File: src/core/dflr_pkg.sv
/*
 Package for the drive fault latch and reset block: fault word layout,
 fault codes, acknowledge timing, controller register map and history depth.
 Assumes a single 200 MHz clock shared by both ends.
*/
//
// Overview of operation
// RULE1 - Show active fault as number and text code
// RULE2 - Faults one to six cannot be acknowledged
// RULE3 - Reset line high 100 ms acknowledges faults
// RULE4 - Fieldbus reset bit 100 ms acknowledges faults
// RULE5 - Controller drops on and run before acknowledge
// RULE6 - Controller reasserts on and run after acknowledge
// RULE7 - Any latched fault drops main contactor output
// RULE8 - Flash or thyristor short sets bit 1
// RULE9 - Firmware error sets bit 2
// RULE10 - Bad parameter checksum sets bit 3, defaults
// RULE11 - Incompatible parameters set bit 4, record number
// RULE12 - Bad type data checksum sets bit 5
// RULE13 - Overtemperature sets bit 6, clear after cooling
// RULE14 - Mains sync lost in operation sets bit 10
// RULE15 - Keep history of last sixteen faults
// RULE16 - Fault bits stay latched until acknowledged
package dflr_pkg;

  localparam int          FW_WIDTH         = 16;
  localparam int          FB_AUX           = 0;
  localparam int          FB_HARDWARE      = 1;
  localparam int          FB_SOFTWARE      = 2;
  localparam int          FB_PAR_CHECKSUM  = 3;
  localparam int          FB_COMPAT        = 4;
  localparam int          FB_TYPECODE      = 5;
  localparam int          FB_OVERTEMP      = 6;
  localparam int          FB_MAINS_SYNC    = 10;
  localparam logic [15:0] FW_RESET         = 16'h0000;
  // Bits 0..5 belong to the boot and hardware class that refuses acknowledge.
  localparam logic [15:0] FW_LOCKED_MASK   = 16'h003F;

  localparam logic [3:0]  FCODE_NONE       = 4'h0;
  localparam logic [3:0]  CONVERTER_OVERTEMP_CODE = 4'h7;
  localparam logic [3:0]  FCODE_MAINS_SYNC = 4'hB;

  localparam int          CLK_MHZ          = 200;
  localparam int          ACK_HOLD_MS      = 100;
  localparam int          ACK_HOLD_CYCLES  = ACK_HOLD_MS * 1000 * CLK_MHZ;

  localparam int          HIST_DEPTH       = 16;
  localparam logic [15:0] DIAG_RESET       = 16'h0000;

  // Controller register byte offsets on the Avalon-MM port.
  localparam logic [3:0]  REG_CTRL         = 4'h0;
  localparam logic [3:0]  REG_STATUS       = 4'h4;
  localparam logic [3:0]  REG_IRQ_STATUS   = 4'h8;
  localparam logic [3:0]  REG_IRQ_MASK     = 4'hC;
  localparam logic [31:0] RD_UNMAPPED      = 32'h0000_0000;
  localparam int          CTRL_ON          = 0;
  localparam int          CTRL_RUN         = 1;
  localparam int          CTRL_ACK         = 2;
  localparam int          IRQ_FAULT        = 0;
  localparam int          IRQ_ACK_DONE     = 1;

endpackage

File: src/core/dflr_if.sv
/*
 Link between the drive fault supervisor and the external controller.
 Assumes both ends share mclk; all signals are plain levels.
*/
`timescale 1ns/1ps
`default_nettype none
interface dflr_if;
  logic        power_on_cmd;
  logic        run_cmd;
  logic        fault_ack_input_line;
  logic        fieldbus_sel;
  logic        fieldbus_reset_bit;
  logic        contactor_on;
  logic        fault_active;
  logic [15:0] fault_word_primary;

  modport device (
    input  power_on_cmd, run_cmd, fault_ack_input_line, fieldbus_sel,
    input  fieldbus_reset_bit,
    output contactor_on, fault_active, fault_word_primary
  );
  modport ctrl (
    output power_on_cmd, run_cmd, fault_ack_input_line, fieldbus_sel,
    output fieldbus_reset_bit,
    input  contactor_on, fault_active, fault_word_primary
  );
endinterface
`default_nettype wire

File: src/core/dflr_hold_timer.sv
/*
 Hold timer: pulses once when its input has stayed high for HOLD cycles.
 Assumes a synchronous input in the mclk domain.
*/
`timescale 1ns/1ps
`default_nettype none
module dflr_hold_timer
  import dflr_pkg::*;
#(
  parameter int HOLD = ACK_HOLD_CYCLES
) (
  input  wire logic mclk,
  input  wire logic nrst,
  input  wire logic level,
  output logic      held
);
  typedef struct packed {
    logic [31:0] cnt;
    logic        held;
  } dflr_ht_t;
  dflr_ht_t s;
  dflr_ht_t next_s;

  always_comb begin
    next_s = s;
    next_s.held = 1'b0;
    if (!level) begin
      next_s.cnt = 32'h0000_0000;
    end else if (s.cnt < 32'(HOLD - 1)) begin
      next_s.cnt = s.cnt + 32'h0000_0001;
    end else if (s.cnt == 32'(HOLD - 1)) begin
      // Fires once per hold; the counter parks so a long press acts once.
      next_s.cnt = s.cnt + 32'h0000_0001;
      next_s.held = 1'b1;
    end
  end

  always_ff @(posedge mclk or negedge nrst) begin
    if (!nrst) begin
      s <= '0;
    end else begin
      s <= next_s;
    end
  end

  assign held = s.held;
endmodule
`default_nettype wire

File: src/core/dflr_device.sv
/*
 Drive fault supervisor: latches fault causes into the primary fault word,
 shows the lowest active fault code, drops the main contactor and accepts
 acknowledgement from the panel key, the reset line or the fieldbus bit.
 Assumes fault cause inputs are synchronous single-cycle-or-longer levels;
 link inputs arrive as pins; the reset line, fieldbus select and reset bit are synchronised here, power_on_cmd is not.
*/
// The register addresses and register access over Avalon-MM were chosen for this implementation.
`timescale 1ns/1ps
`default_nettype none
module dflr_device
  import dflr_pkg::*;
#(
  parameter int ACK_HOLD = ACK_HOLD_CYCLES
) (
  input  wire logic        mclk,
  input  wire logic        nrst,
  dflr_if.device           lnk,
  input  wire logic        panel_reset_key,
  input  wire logic        cause_aux,
  input  wire logic        cause_flash,
  input  wire logic        cause_thyristor_short,
  input  wire logic        cause_firmware,
  input  wire logic        cause_par_checksum,
  input  wire logic        cause_compat,
  input  wire logic [15:0] compat_param_no,
  input  wire logic        cause_typecode,
  input  wire logic        cause_overtemp,
  input  wire logic        cause_mains_sync,
  input  wire logic        drive_operating,
  input  wire logic [3:0]  hist_index,
  output logic [3:0]       fault_code,
  output logic             fault_text_valid,
  output logic             param_defaults_all,
  output logic             param_defaults_some,
  output logic [15:0]      diagnosis,
  output logic [15:0]      hist_word,
  output logic [3:0]       hist_count
);
  typedef struct packed {
    logic [1:0]  sy_ack;
    logic [1:0]  sy_ack2;
    logic [1:0]  sy_sel;
    logic [1:0]  sy_fb;
    logic [1:0]  sy_key;
    logic [1:0]  sy_key2;
    logic [15:0] fw;
    logic [15:0] diag;
    logic [3:0]  code;
    logic        contactor;
    logic        defaults_all;
    logic        defaults_some;
    logic [3:0]  wr_ptr;
    logic [3:0]  count;
    logic [15:0] hist_out;
  } dflr_dev_t;

  dflr_dev_t   s;
  dflr_dev_t   next_s;
  logic [15:0] hist_mem [HIST_DEPTH];
  logic [15:0] set_bits;
  logic        line_held;
  logic        fb_held;
  logic        ack;

  function automatic logic [3:0] lowest_code(input logic [15:0] w);
    logic [3:0] c;
    c = FCODE_NONE;
    for (int i = FW_WIDTH - 1; i >= 0; i--) begin
      if (w[i]) begin
        c = 4'(i + 1);
      end
    end
    return c;
  endfunction

  dflr_hold_timer #(.HOLD(ACK_HOLD)) u_line_timer (
    .mclk  (mclk),
    .nrst  (nrst),
    .level (s.sy_ack2[1]),
    .held  (line_held)
  );

  dflr_hold_timer #(.HOLD(ACK_HOLD)) u_fb_timer (
    .mclk  (mclk),
    .nrst  (nrst),
    .level (s.sy_fb[1] & s.sy_sel[1]),
    .held  (fb_held)
  );

  always_comb begin
    set_bits = 16'h0000;
    set_bits[FB_AUX]          = cause_aux;
    set_bits[FB_HARDWARE]     = cause_flash | cause_thyristor_short;  // [RULE8]
    set_bits[FB_SOFTWARE]     = cause_firmware;                       // [RULE9]
    set_bits[FB_PAR_CHECKSUM] = cause_par_checksum;                   // [RULE10]
    set_bits[FB_COMPAT]       = cause_compat;                         // [RULE11]
    set_bits[FB_TYPECODE]     = cause_typecode;                       // [RULE12]
    set_bits[FB_OVERTEMP]     = cause_overtemp;                       // [RULE13]
    set_bits[FB_MAINS_SYNC]   = cause_mains_sync & drive_operating;   // [RULE14]
    // The panel key is a pin too, so it also passes four flops and is edge-taken.
    ack = line_held | fb_held | (s.sy_key2[1] & ~s.sy_key2[0]);       // [RULE3] [RULE4]
  end

  always_comb begin
    next_s = s;
    next_s.sy_ack  = {s.sy_ack[0], lnk.fault_ack_input_line};
    next_s.sy_ack2 = {s.sy_ack2[0], s.sy_ack[1]};
    next_s.sy_sel  = {s.sy_sel[0], lnk.fieldbus_sel};
    next_s.sy_fb   = {s.sy_fb[0], lnk.fieldbus_reset_bit};
    next_s.sy_key  = {s.sy_key[0], panel_reset_key};
    next_s.sy_key2 = {s.sy_key2[0], s.sy_key[1]};
    // Acknowledge clears only unlocked bits whose cause is gone; a cause that is
    // still present in the same cycle keeps its bit, so set wins over clear.
    if (ack) begin
      next_s.fw = s.fw & (FW_LOCKED_MASK | set_bits);                 // [RULE2] [RULE13] [RULE16]
    end
    next_s.fw = next_s.fw | set_bits;                                 // [RULE16]
    next_s.defaults_all  = s.defaults_all | cause_par_checksum;       // [RULE10]
    next_s.defaults_some = s.defaults_some | cause_compat;            // [RULE11]
    if (cause_compat) begin
      next_s.diag = compat_param_no;                                  // [RULE11]
    end
    next_s.code = lowest_code(next_s.fw);                             // [RULE1]
    next_s.contactor = (next_s.fw == 16'h0000) & lnk.power_on_cmd;    // [RULE7]
    if ((set_bits & ~s.fw) != 16'h0000) begin
      next_s.wr_ptr = s.wr_ptr + 4'h1;                                // [RULE15]
      if (s.count != 4'hF) begin
        next_s.count = s.count + 4'h1;
      end
    end
    next_s.hist_out = hist_mem[hist_index];
  end

  // History is a ring of newly raised fault word snapshots.
  always_ff @(posedge mclk) begin
    if ((set_bits & ~s.fw) != 16'h0000) begin
      hist_mem[s.wr_ptr] <= s.fw | set_bits;                          // [RULE15]
    end
  end

  always_ff @(posedge mclk or negedge nrst) begin
    if (!nrst) begin
      s <= '0;
      s.fw <= FW_RESET;
      s.diag <= DIAG_RESET;
    end else begin
      s <= next_s;
    end
  end

  always_comb begin
    lnk.contactor_on       = s.contactor;
    lnk.fault_active       = (s.code != FCODE_NONE);
    lnk.fault_word_primary = s.fw;
  end

  assign fault_code          = s.code;
  assign fault_text_valid    = (s.code != FCODE_NONE);
  assign param_defaults_all  = s.defaults_all;
  assign param_defaults_some = s.defaults_some;
  assign diagnosis           = s.diag;
  assign hist_word           = s.hist_out;
  assign hist_count          = s.count;
endmodule
`default_nettype wire

File: src/flat_wrapper.sv
// flat-port wrapper written by rule: the top's interface ports become plain ports
module dflr_device_flat import dflr_pkg::*;
#(
  parameter int ACK_HOLD = ACK_HOLD_CYCLES
)
  (mclk, nrst, panel_reset_key, cause_aux, cause_flash, cause_thyristor_short, cause_firmware, cause_par_checksum, cause_compat, compat_param_no, cause_typecode, cause_overtemp, cause_mains_sync, drive_operating, hist_index, fault_code, fault_text_valid, param_defaults_all, param_defaults_some, diagnosis, hist_word, hist_count, lnk_power_on_cmd, lnk_run_cmd, lnk_fault_ack_input_line, lnk_fieldbus_sel, lnk_fieldbus_reset_bit, lnk_contactor_on, lnk_fault_active, lnk_fault_word_primary);
  dflr_if lnk_i ();
  input  wire logic mclk;
  input  wire logic nrst;
  input  wire logic panel_reset_key;
  input  wire logic cause_aux;
  input  wire logic cause_flash;
  input  wire logic cause_thyristor_short;
  input  wire logic cause_firmware;
  input  wire logic cause_par_checksum;
  input  wire logic cause_compat;
  input  wire logic [15:0] compat_param_no;
  input  wire logic cause_typecode;
  input  wire logic cause_overtemp;
  input  wire logic cause_mains_sync;
  input  wire logic drive_operating;
  input  wire logic [3:0] hist_index;
  output logic [3:0] fault_code;
  output logic fault_text_valid;
  output logic param_defaults_all;
  output logic param_defaults_some;
  output logic [15:0] diagnosis;
  output logic [15:0] hist_word;
  output logic [3:0] hist_count;
  input wire logic [$bits(lnk_i.power_on_cmd)-1:0] lnk_power_on_cmd;
  input wire logic [$bits(lnk_i.run_cmd)-1:0] lnk_run_cmd;
  input wire logic [$bits(lnk_i.fault_ack_input_line)-1:0] lnk_fault_ack_input_line;
  input wire logic [$bits(lnk_i.fieldbus_sel)-1:0] lnk_fieldbus_sel;
  input wire logic [$bits(lnk_i.fieldbus_reset_bit)-1:0] lnk_fieldbus_reset_bit;
  output wire logic [$bits(lnk_i.contactor_on)-1:0] lnk_contactor_on;
  output wire logic [$bits(lnk_i.fault_active)-1:0] lnk_fault_active;
  output wire logic [$bits(lnk_i.fault_word_primary)-1:0] lnk_fault_word_primary;
  assign lnk_i.power_on_cmd = lnk_power_on_cmd;
  assign lnk_i.run_cmd = lnk_run_cmd;
  assign lnk_i.fault_ack_input_line = lnk_fault_ack_input_line;
  assign lnk_i.fieldbus_sel = lnk_fieldbus_sel;
  assign lnk_i.fieldbus_reset_bit = lnk_fieldbus_reset_bit;
  assign lnk_contactor_on = lnk_i.contactor_on;
  assign lnk_fault_active = lnk_i.fault_active;
  assign lnk_fault_word_primary = lnk_i.fault_word_primary;
  dflr_device #(.ACK_HOLD(ACK_HOLD)) u_core (.mclk(mclk), .nrst(nrst), .lnk(lnk_i), .panel_reset_key(panel_reset_key), .cause_aux(cause_aux), .cause_flash(cause_flash), .cause_thyristor_short(cause_thyristor_short), .cause_firmware(cause_firmware), .cause_par_checksum(cause_par_checksum), .cause_compat(cause_compat), .compat_param_no(compat_param_no), .cause_typecode(cause_typecode), .cause_overtemp(cause_overtemp), .cause_mains_sync(cause_mains_sync), .drive_operating(drive_operating), .hist_index(hist_index), .fault_code(fault_code), .fault_text_valid(fault_text_valid), .param_defaults_all(param_defaults_all), .param_defaults_some(param_defaults_some), .diagnosis(diagnosis), .hist_word(hist_word), .hist_count(hist_count));
endmodule
File: config.mk
export PLATFORM = sky130hd
export DESIGN_NAME = dflr_device_flat
export DESIGN_NICKNAME = d
export VERILOG_FILES = /design/src/core/dflr_pkg.sv /design/src/core/dflr_if.sv /design/src/core/dflr_hold_timer.sv /design/src/core/dflr_device.sv /design/src/flat_wrapper.sv
export SDC_FILE = /design/constraint.sdc
export NUM_CORES = 1
export LEC_CHECK = 0
export BUFFER_PORTS_ARGS = -buffer_cell sky130_fd_sc_hd__buf_2
export CAP_MARGIN = 30
export CORE_ASPECT_RATIO = 1.25
export CORE_MARGIN = 2
export CORE_UTILIZATION = 35
export DETAILED_ROUTE_END_ITERATION = 12
export PLACE_DENSITY = 0.54
export RECOVER_POWER = 50
export SETUP_SLACK_MARGIN = 0.02
export SLEW_MARGIN = 10
export SYNTH_ARGS = -nofsm -noshare
export SYNTH_HDL_FRONTEND = slang
export SYNTH_SLANG_ARGS = --single-unit
File: constraint.sdc
create_clock -name mclk -period 4.85 [get_ports mclk]
set_input_delay 0.2425 -clock mclk [delete_from_list [all_inputs] [get_ports mclk]]
set_output_delay 0.2425 -clock mclk [all_outputs]
set_load 0.01 [all_outputs]
After elaboration in Yosys (flattened, before gate mapping). Memories as Yosys holds them, arrays and structs flattened. A register that Yosys moved wholly into a read port is not among the register bits. Index checks and enable logic that the tools add are counted. Widths: inputs -> output; s select.

Register bits: 125. Word-level logic and storage cells: 78. RAM bits: 256. Memories kept: 1. Bits of input ports: 38.

Memories: u_core.hist_mem (words 16, width 16, rd ports 1, clocked after memory_dff 1, wr ports 1, RTL line dflr_device.sv:60) `logic [15:0] hist_mem [HIST_DEPTH];`.

Bitwise operators: 15. Order comparisons: 2. Equal/unequal tests: 5. Reductions and logical operators: 5. $add $sub $neg: 4. Mux-type cells: 28.

Operator list (count): $mux 32 (4); $mux 33 (2); $add 32x1->32 const B (2); $eq 32x25->1 const B (2); $lt 32x25->1 const B (2); $mux 4 (15); $or 16x11->16 (2); $and 11x16->16 (1); $and 16x11->16 (1); $logic_not 16->1 (1); $mux 16 (1); $not 16->16 (1); $reduce_bool 16->1 (1); $add 4x1->4 const B (2); $mux 1 (6); $or 1x1->1 (5); $and 1x1->1 (4); $ne 4x4->1 const B (1); $reduce_bool 4->1 (1); $ne 3x1->1 const B (1); $ne 3x3->1 const B (1); $reduce_and 2->1 (1); $logic_not 1->1 (1); $not 1->1 (1).

Logic depth before layout (Yosys ltp).
Depth in word-level cells: 20. Depth in mapped cells: 7.

Hierarchy. A second synthesis with hierarchy kept.

Cells, all modules: 974. Area total of the unflattened synthesis: 16439.5 µm².

By module, submodules not included: dflr_device (seq. area each 9564.2 µm², cells each 622, times used 1, area each 13026.2 µm²); dflr_hold_timer (seq. area each 825.8 µm², cells each 176, times used 2, area each 1706.6 µm²).

Worst setup path after synthesis. OpenSTA, ideal clock, no wires.

Path type: input to register. From: input port cause_compat. To: memory u_core.hist_mem[7][0], enable pin. Cell stages on the path: 7. Path buffers: 2. Library setup time: 0.413 ns. Path slack: 1.929 ns. Arrival time: 2.509 ns. Data required time: 4.437 ns. Cells stage by stage: clkbuf_1 > nand2b_1 > o2111ai_1 > or3_1 > clkbuf_1 > nand2_1 > nor3b_1.

Longest elaborated chain between the ends: 4.

Ends and longest elaborated chain: from (decl) (RTL line flat_wrapper.sv:16) `input wire logic cause_compat;`; $and 11x16->16 (RTL line dflr_device.sv:137) `if ((set_bits & ~s.fw) != 16'h0000) begin`; $reduce_bool 16->1 (RTL line dflr_device.sv:137); $mux 1 (RTL line dflr_device.sv:137); $mux 1 (not written as such) (RTL line dflr_device.sv:138) `hist_mem[s.wr_ptr] <= s.fw | set_bits;`; to (decl) (RTL line dflr_device.sv:60).

Every way passes these cells.

Final worst setup path.
From: register u_core.s (netlist bit u_core.lnk.fault_word_primary[10]). To: memory u_core.hist_mem[12][1], enable pin.

Longest elaborated chain between the ends: 5.

Ends and longest elaborated chain: from (decl) (RTL line dflr_device.sv:58) `dflr_dev_t s;`; from (signal assigned) (RTL line dflr_device.sv:148) `s <= next_s;`; $not 16->16 (RTL line dflr_device.sv:137); $and 11x16->16 (RTL line dflr_device.sv:137); $reduce_bool 16->1 (RTL line dflr_device.sv:137); $mux 1 (RTL line dflr_device.sv:137); $mux 1 (not written as such) (RTL line dflr_device.sv:138).

Every way passes these cells.

==> impl_metrics.env <==
export IMPL_skew_ns=0.0147
export IMPL_synth_commonest_cells="edfxtp_1, dfrtp_1, mux4_2, buf_4, a21oi_1"
export IMPL_synth_cell_types=52
export IMPL_port_buffers=97
export IMPL_wl_per_cell_um=20.5
export IMPL_maxSlewViolCount=31
export IMPL_first_global_vias=9278
export IMPL_antenna_found_initial=0
export IMPL_rsz0062_at_grt="no"
export IMPL_crit_required_ns=5.01
export IMPL_cts_made_buffers=40
export IMPL_start_util_pct=35.3
export IMPL_critPathBufInv=0
export IMPL_critPathKind="register to register"
export IMPL_startpoint="u_core.lnk.fault_word_primary[10]"
export IMPL_yosysTopAreaCellShare_pct=47.5
export IMPL_drt_pass1_iter_count=4
export IMPL_die_area_um2=48000
export IMPL_regToRegStartpoint="u_core.lnk.fault_word_primary[10]"
export IMPL_use_met2_pct=27.1
export IMPL_post_route_period_util_pct=57.6
export IMPL_ys_async_sr_fraction_pct=35.5
export IMPL_drtIter0Drc=658
export IMPL_timing_hold_ws_ns=0.0440
export IMPL_rows=88
export IMPL_syn_inst=995
export IMPL_setup_tns_ns=0
export IMPL_syn_to_final_growth_pct=15.4
export IMPL_dieWidth_um=196
export IMPL_grt_max_degree=74
export IMPL_cp_slowest_stage_delay_ns=0.74
export IMPL_synth_seq_cells=397
export IMPL_grt_pass1_wl_um=54500
export IMPL_cts_root_buf="clkbuf_16"
export IMPL_crit_chain="o221ai_1, or3_1, and3_1, and2_1"
export IMPL_avgSynthCellArea_um2=16.3
export IMPL_hold_path_class="input port to register"
export IMPL_final_layout_size_suffix_gt1_share_pct=21.3
export IMPL_maxSlewHeadroom_pct=-11.7
export IMPL_gr_total_overflow=0
export IMPL_endpoint_kind="register"
export IMPL_combPwrFrac_pct=6.6
export IMPL_crit_fanout=16
export IMPL_clk_pin_slew_ns=0.06
export IMPL_fin_nets=1129
export IMPL_p_leak_nw=6.31
export IMPL_clock_latency_ns=0.54
export IMPL_syn_area_um2=16200
export IMPL_num_vias=8788
export IMPL_fmax_mhz=358
export IMPL_gp_congestion=0.792
export IMPL_io_pins=99
export IMPL_grt_usage_pct=14.9
export IMPL_tightest_slew_ns=1.68
export IMPL_dpl_hpwl_um=21800
export IMPL_grtUsageMet3_pct=2.34
export IMPL_p_per_area_nw_per_um2=407
export IMPL_wl_um=34900
export IMPL_core_area_um2=45900
export IMPL_period_needed_ns=2.79
export IMPL_worstPathArrival_ns=2.95
export IMPL_synth_nets=1040
export IMPL_register_area_um2=11200
export IMPL_pwr_share_seq_pct=50.3
export IMPL_rrSetupSlack_ns=2.06
export IMPL_cp_slowest_cell="and2_1"
export IMPL_die_height_um=245
export IMPL_regToRegEndpoint="u_core.hist_mem[12][1]"
export IMPL_yosys_top_cells_area="edfxtp_1, dfrtp_1, mux4_2, buf_4, a21oi_1"
export IMPL_synth_area_leader_cell="edfxtp_1"
export IMPL_crit_family="simple AND/OR/NAND/NOR gates"
export IMPL_path_depth=4
export IMPL_yosysMostFrequentCell="edfxtp_1"
export IMPL_multi_input_area_um2=4340
export IMPL_crit_path_end="u_core.hist_mem[12][1]"
export IMPL_cts_tree="built"
export IMPL_pwr_share_clk_pct=43.1
export IMPL_seq_area_frac_synth_pct=69.2
export IMPL_fill_cells=4125
export IMPL_drc=0
export IMPL_setup_viol=0
export IMPL_synth_warnings=0
export IMPL_clock_path_buffers=3
export IMPL_cts_max_level=2
export IMPL_hold_violations=0
export IMPL_ir_drop_v=0.000248
export IMPL_startpoint_type="register"
export IMPL_power_net_switching_mw=1.64
export IMPL_grt_busiest_layer="met2"
export IMPL_status="finished, violations left"
export IMPL_r2r_cells=4
export IMPL_internal_power_mw=5.97
export IMPL_switching_share_pct=21.6
export IMPL_drv_cap=1
export IMPL_violations="capacitance limit, slew limit"
export IMPL_antennaDiodeCount=0
export IMPL_vias_per_cell=5.17
export IMPL_synth_main_ff_cell="edfxtp_1"
export IMPL_synth_edf_count=256
export IMPL_cts_resized=0
export IMPL_cts_sinks=397
export IMPL_grt_use_met1_pct=18.3
export IMPL_ant_nets=0
export IMPL_total_power_mw=7.61
==> power by group through the flow <==
stage / Combinational [mW] / Sequential (mW) / Clock (mW)
2_1_floorplan: 0.374 / 3.86 / 0
3_3_place_gp: 0.502 / 3.89 / 0
3_5_place_dp: 0.513 / 3.89 / 0
4_1_cts: 0.530 / 3.82 / 3.37
5_1_grt: 0.556 / 3.84 / 3.50
6_report: 0.501 / 3.82 / 3.28
==> worst min-delay path by stage <==
stage / from / end / slack [ns] / cells past startpoint
floorplan: nrst / u_core.diagnosis[0] / -0.05 / 0
global placement: u_core.next_s[68] / u_core.s[68] / 0.33 / 0
detailed placement: u_core.next_s[68] / u_core.s[68] / 0.34 / 0
CTS: cause_aux / u_core.fault_code[0] / 0.03 / 3
global route: cause_aux / u_core.fault_code[0] / 0.06 / 3
finish: cause_aux / u_core.fault_code[0] / 0.04 / 3
==> layout make-up <==
cell class	count	area share [%]
clock buffers	55	6.26
clock inverters	19	1.34
inverters	21	0.422
multi-input cells	479	23.2
flip-flops and latches	397	60.0
well taps	585	3.92
repair buffers	145	4.82
==> placed cells by master, fill, tap and decap left out, types with 21 or more instances in the layout <==
cell type | synthesis | final
o21ai_0 | 28 | 28
and3_1 | 27 | 27
dfrtp_1 | 141 | 141
edfxtp_1 | 256 | 256
inv_1 | 21 | 21
mux4_2 | 80 | 80
nand3_1 | 27 | 27
or3_1 | 29 | 29
clkbuf_16 | 0 | 42
nand2_1 | 33 | 33
a21oi_1 | 42 | 42
buf_2 | 1 | 45
dlygate4sd3_1 | 0 | 24
nor2_1 | 23 | 23
clkbuf_1 | 31 | 58
==> repair_timing <==
item                                    in CTS  in global routing
hold buffers                                24                  0
setup buffers                                0                  0
endpoints found under the setup margin       0                  0
endpoints found under the hold margin       94                  0
==> worst min-delay path, delay by kind of cell <==
family / cells / cell delay (ns)
buffers and inverters: 1 / 0.10
AOI/OAI and AO/OA: 1 / 0.09
and+or+nand+nor: 1 / 0.10
==> through the flow <==
step | utilization [%] | area (um^2) | worst slack [ns] | std cells
detailed placement | 37.2 | 17100 | 2.00 | 1601
global placement | 37.0 | 17000 | 1.96 | 1596
CTS | 40.8 | 18700 | 1.99 | 1699
global route | 40.7 | 18700 | 1.88 | 1701
floorplan | - | 16200 | 1.93 | 995
finish | 40.7 | 18700 | 2.06 | 1701
==> sequential cells by signal (all words and copies together), names as in the netlist, 4 cells and up <==
signal and count:
u_core.hist_mem 256, u_core.u_fb_timer.s 32, u_core.u_line_timer.s 32, u_core.diagnosis 16
u_core.hist_word 16, u_core.lnk.fault_word_primary 16, u_core.next_s 8, u_core.s 8
u_core.fault_code 4, u_core.hist_count 4
==> routing by layer <==
metal  vias to the layer above  part of all wire (%)
li1                       4018                     -
met1                      4594                    42
met2                       131                    53
met3                        45                   3.1
met4                         0                   1.9
met5                         -                     0
==> kinds of logic after synthesis <==
family	Yosys count	share of synthesized area, %
DFF	397	69.2
and+or+nand+nor	249	8.75
buffers and inverters	119	4.09
AOI/OAI and AO/OA	111	4.20
muxes	104	12.7
xor gates and xnor gates	8	0.433
adders and majority gates	7	0.541
Note: power is estimated with default switching activity, not from simulation.
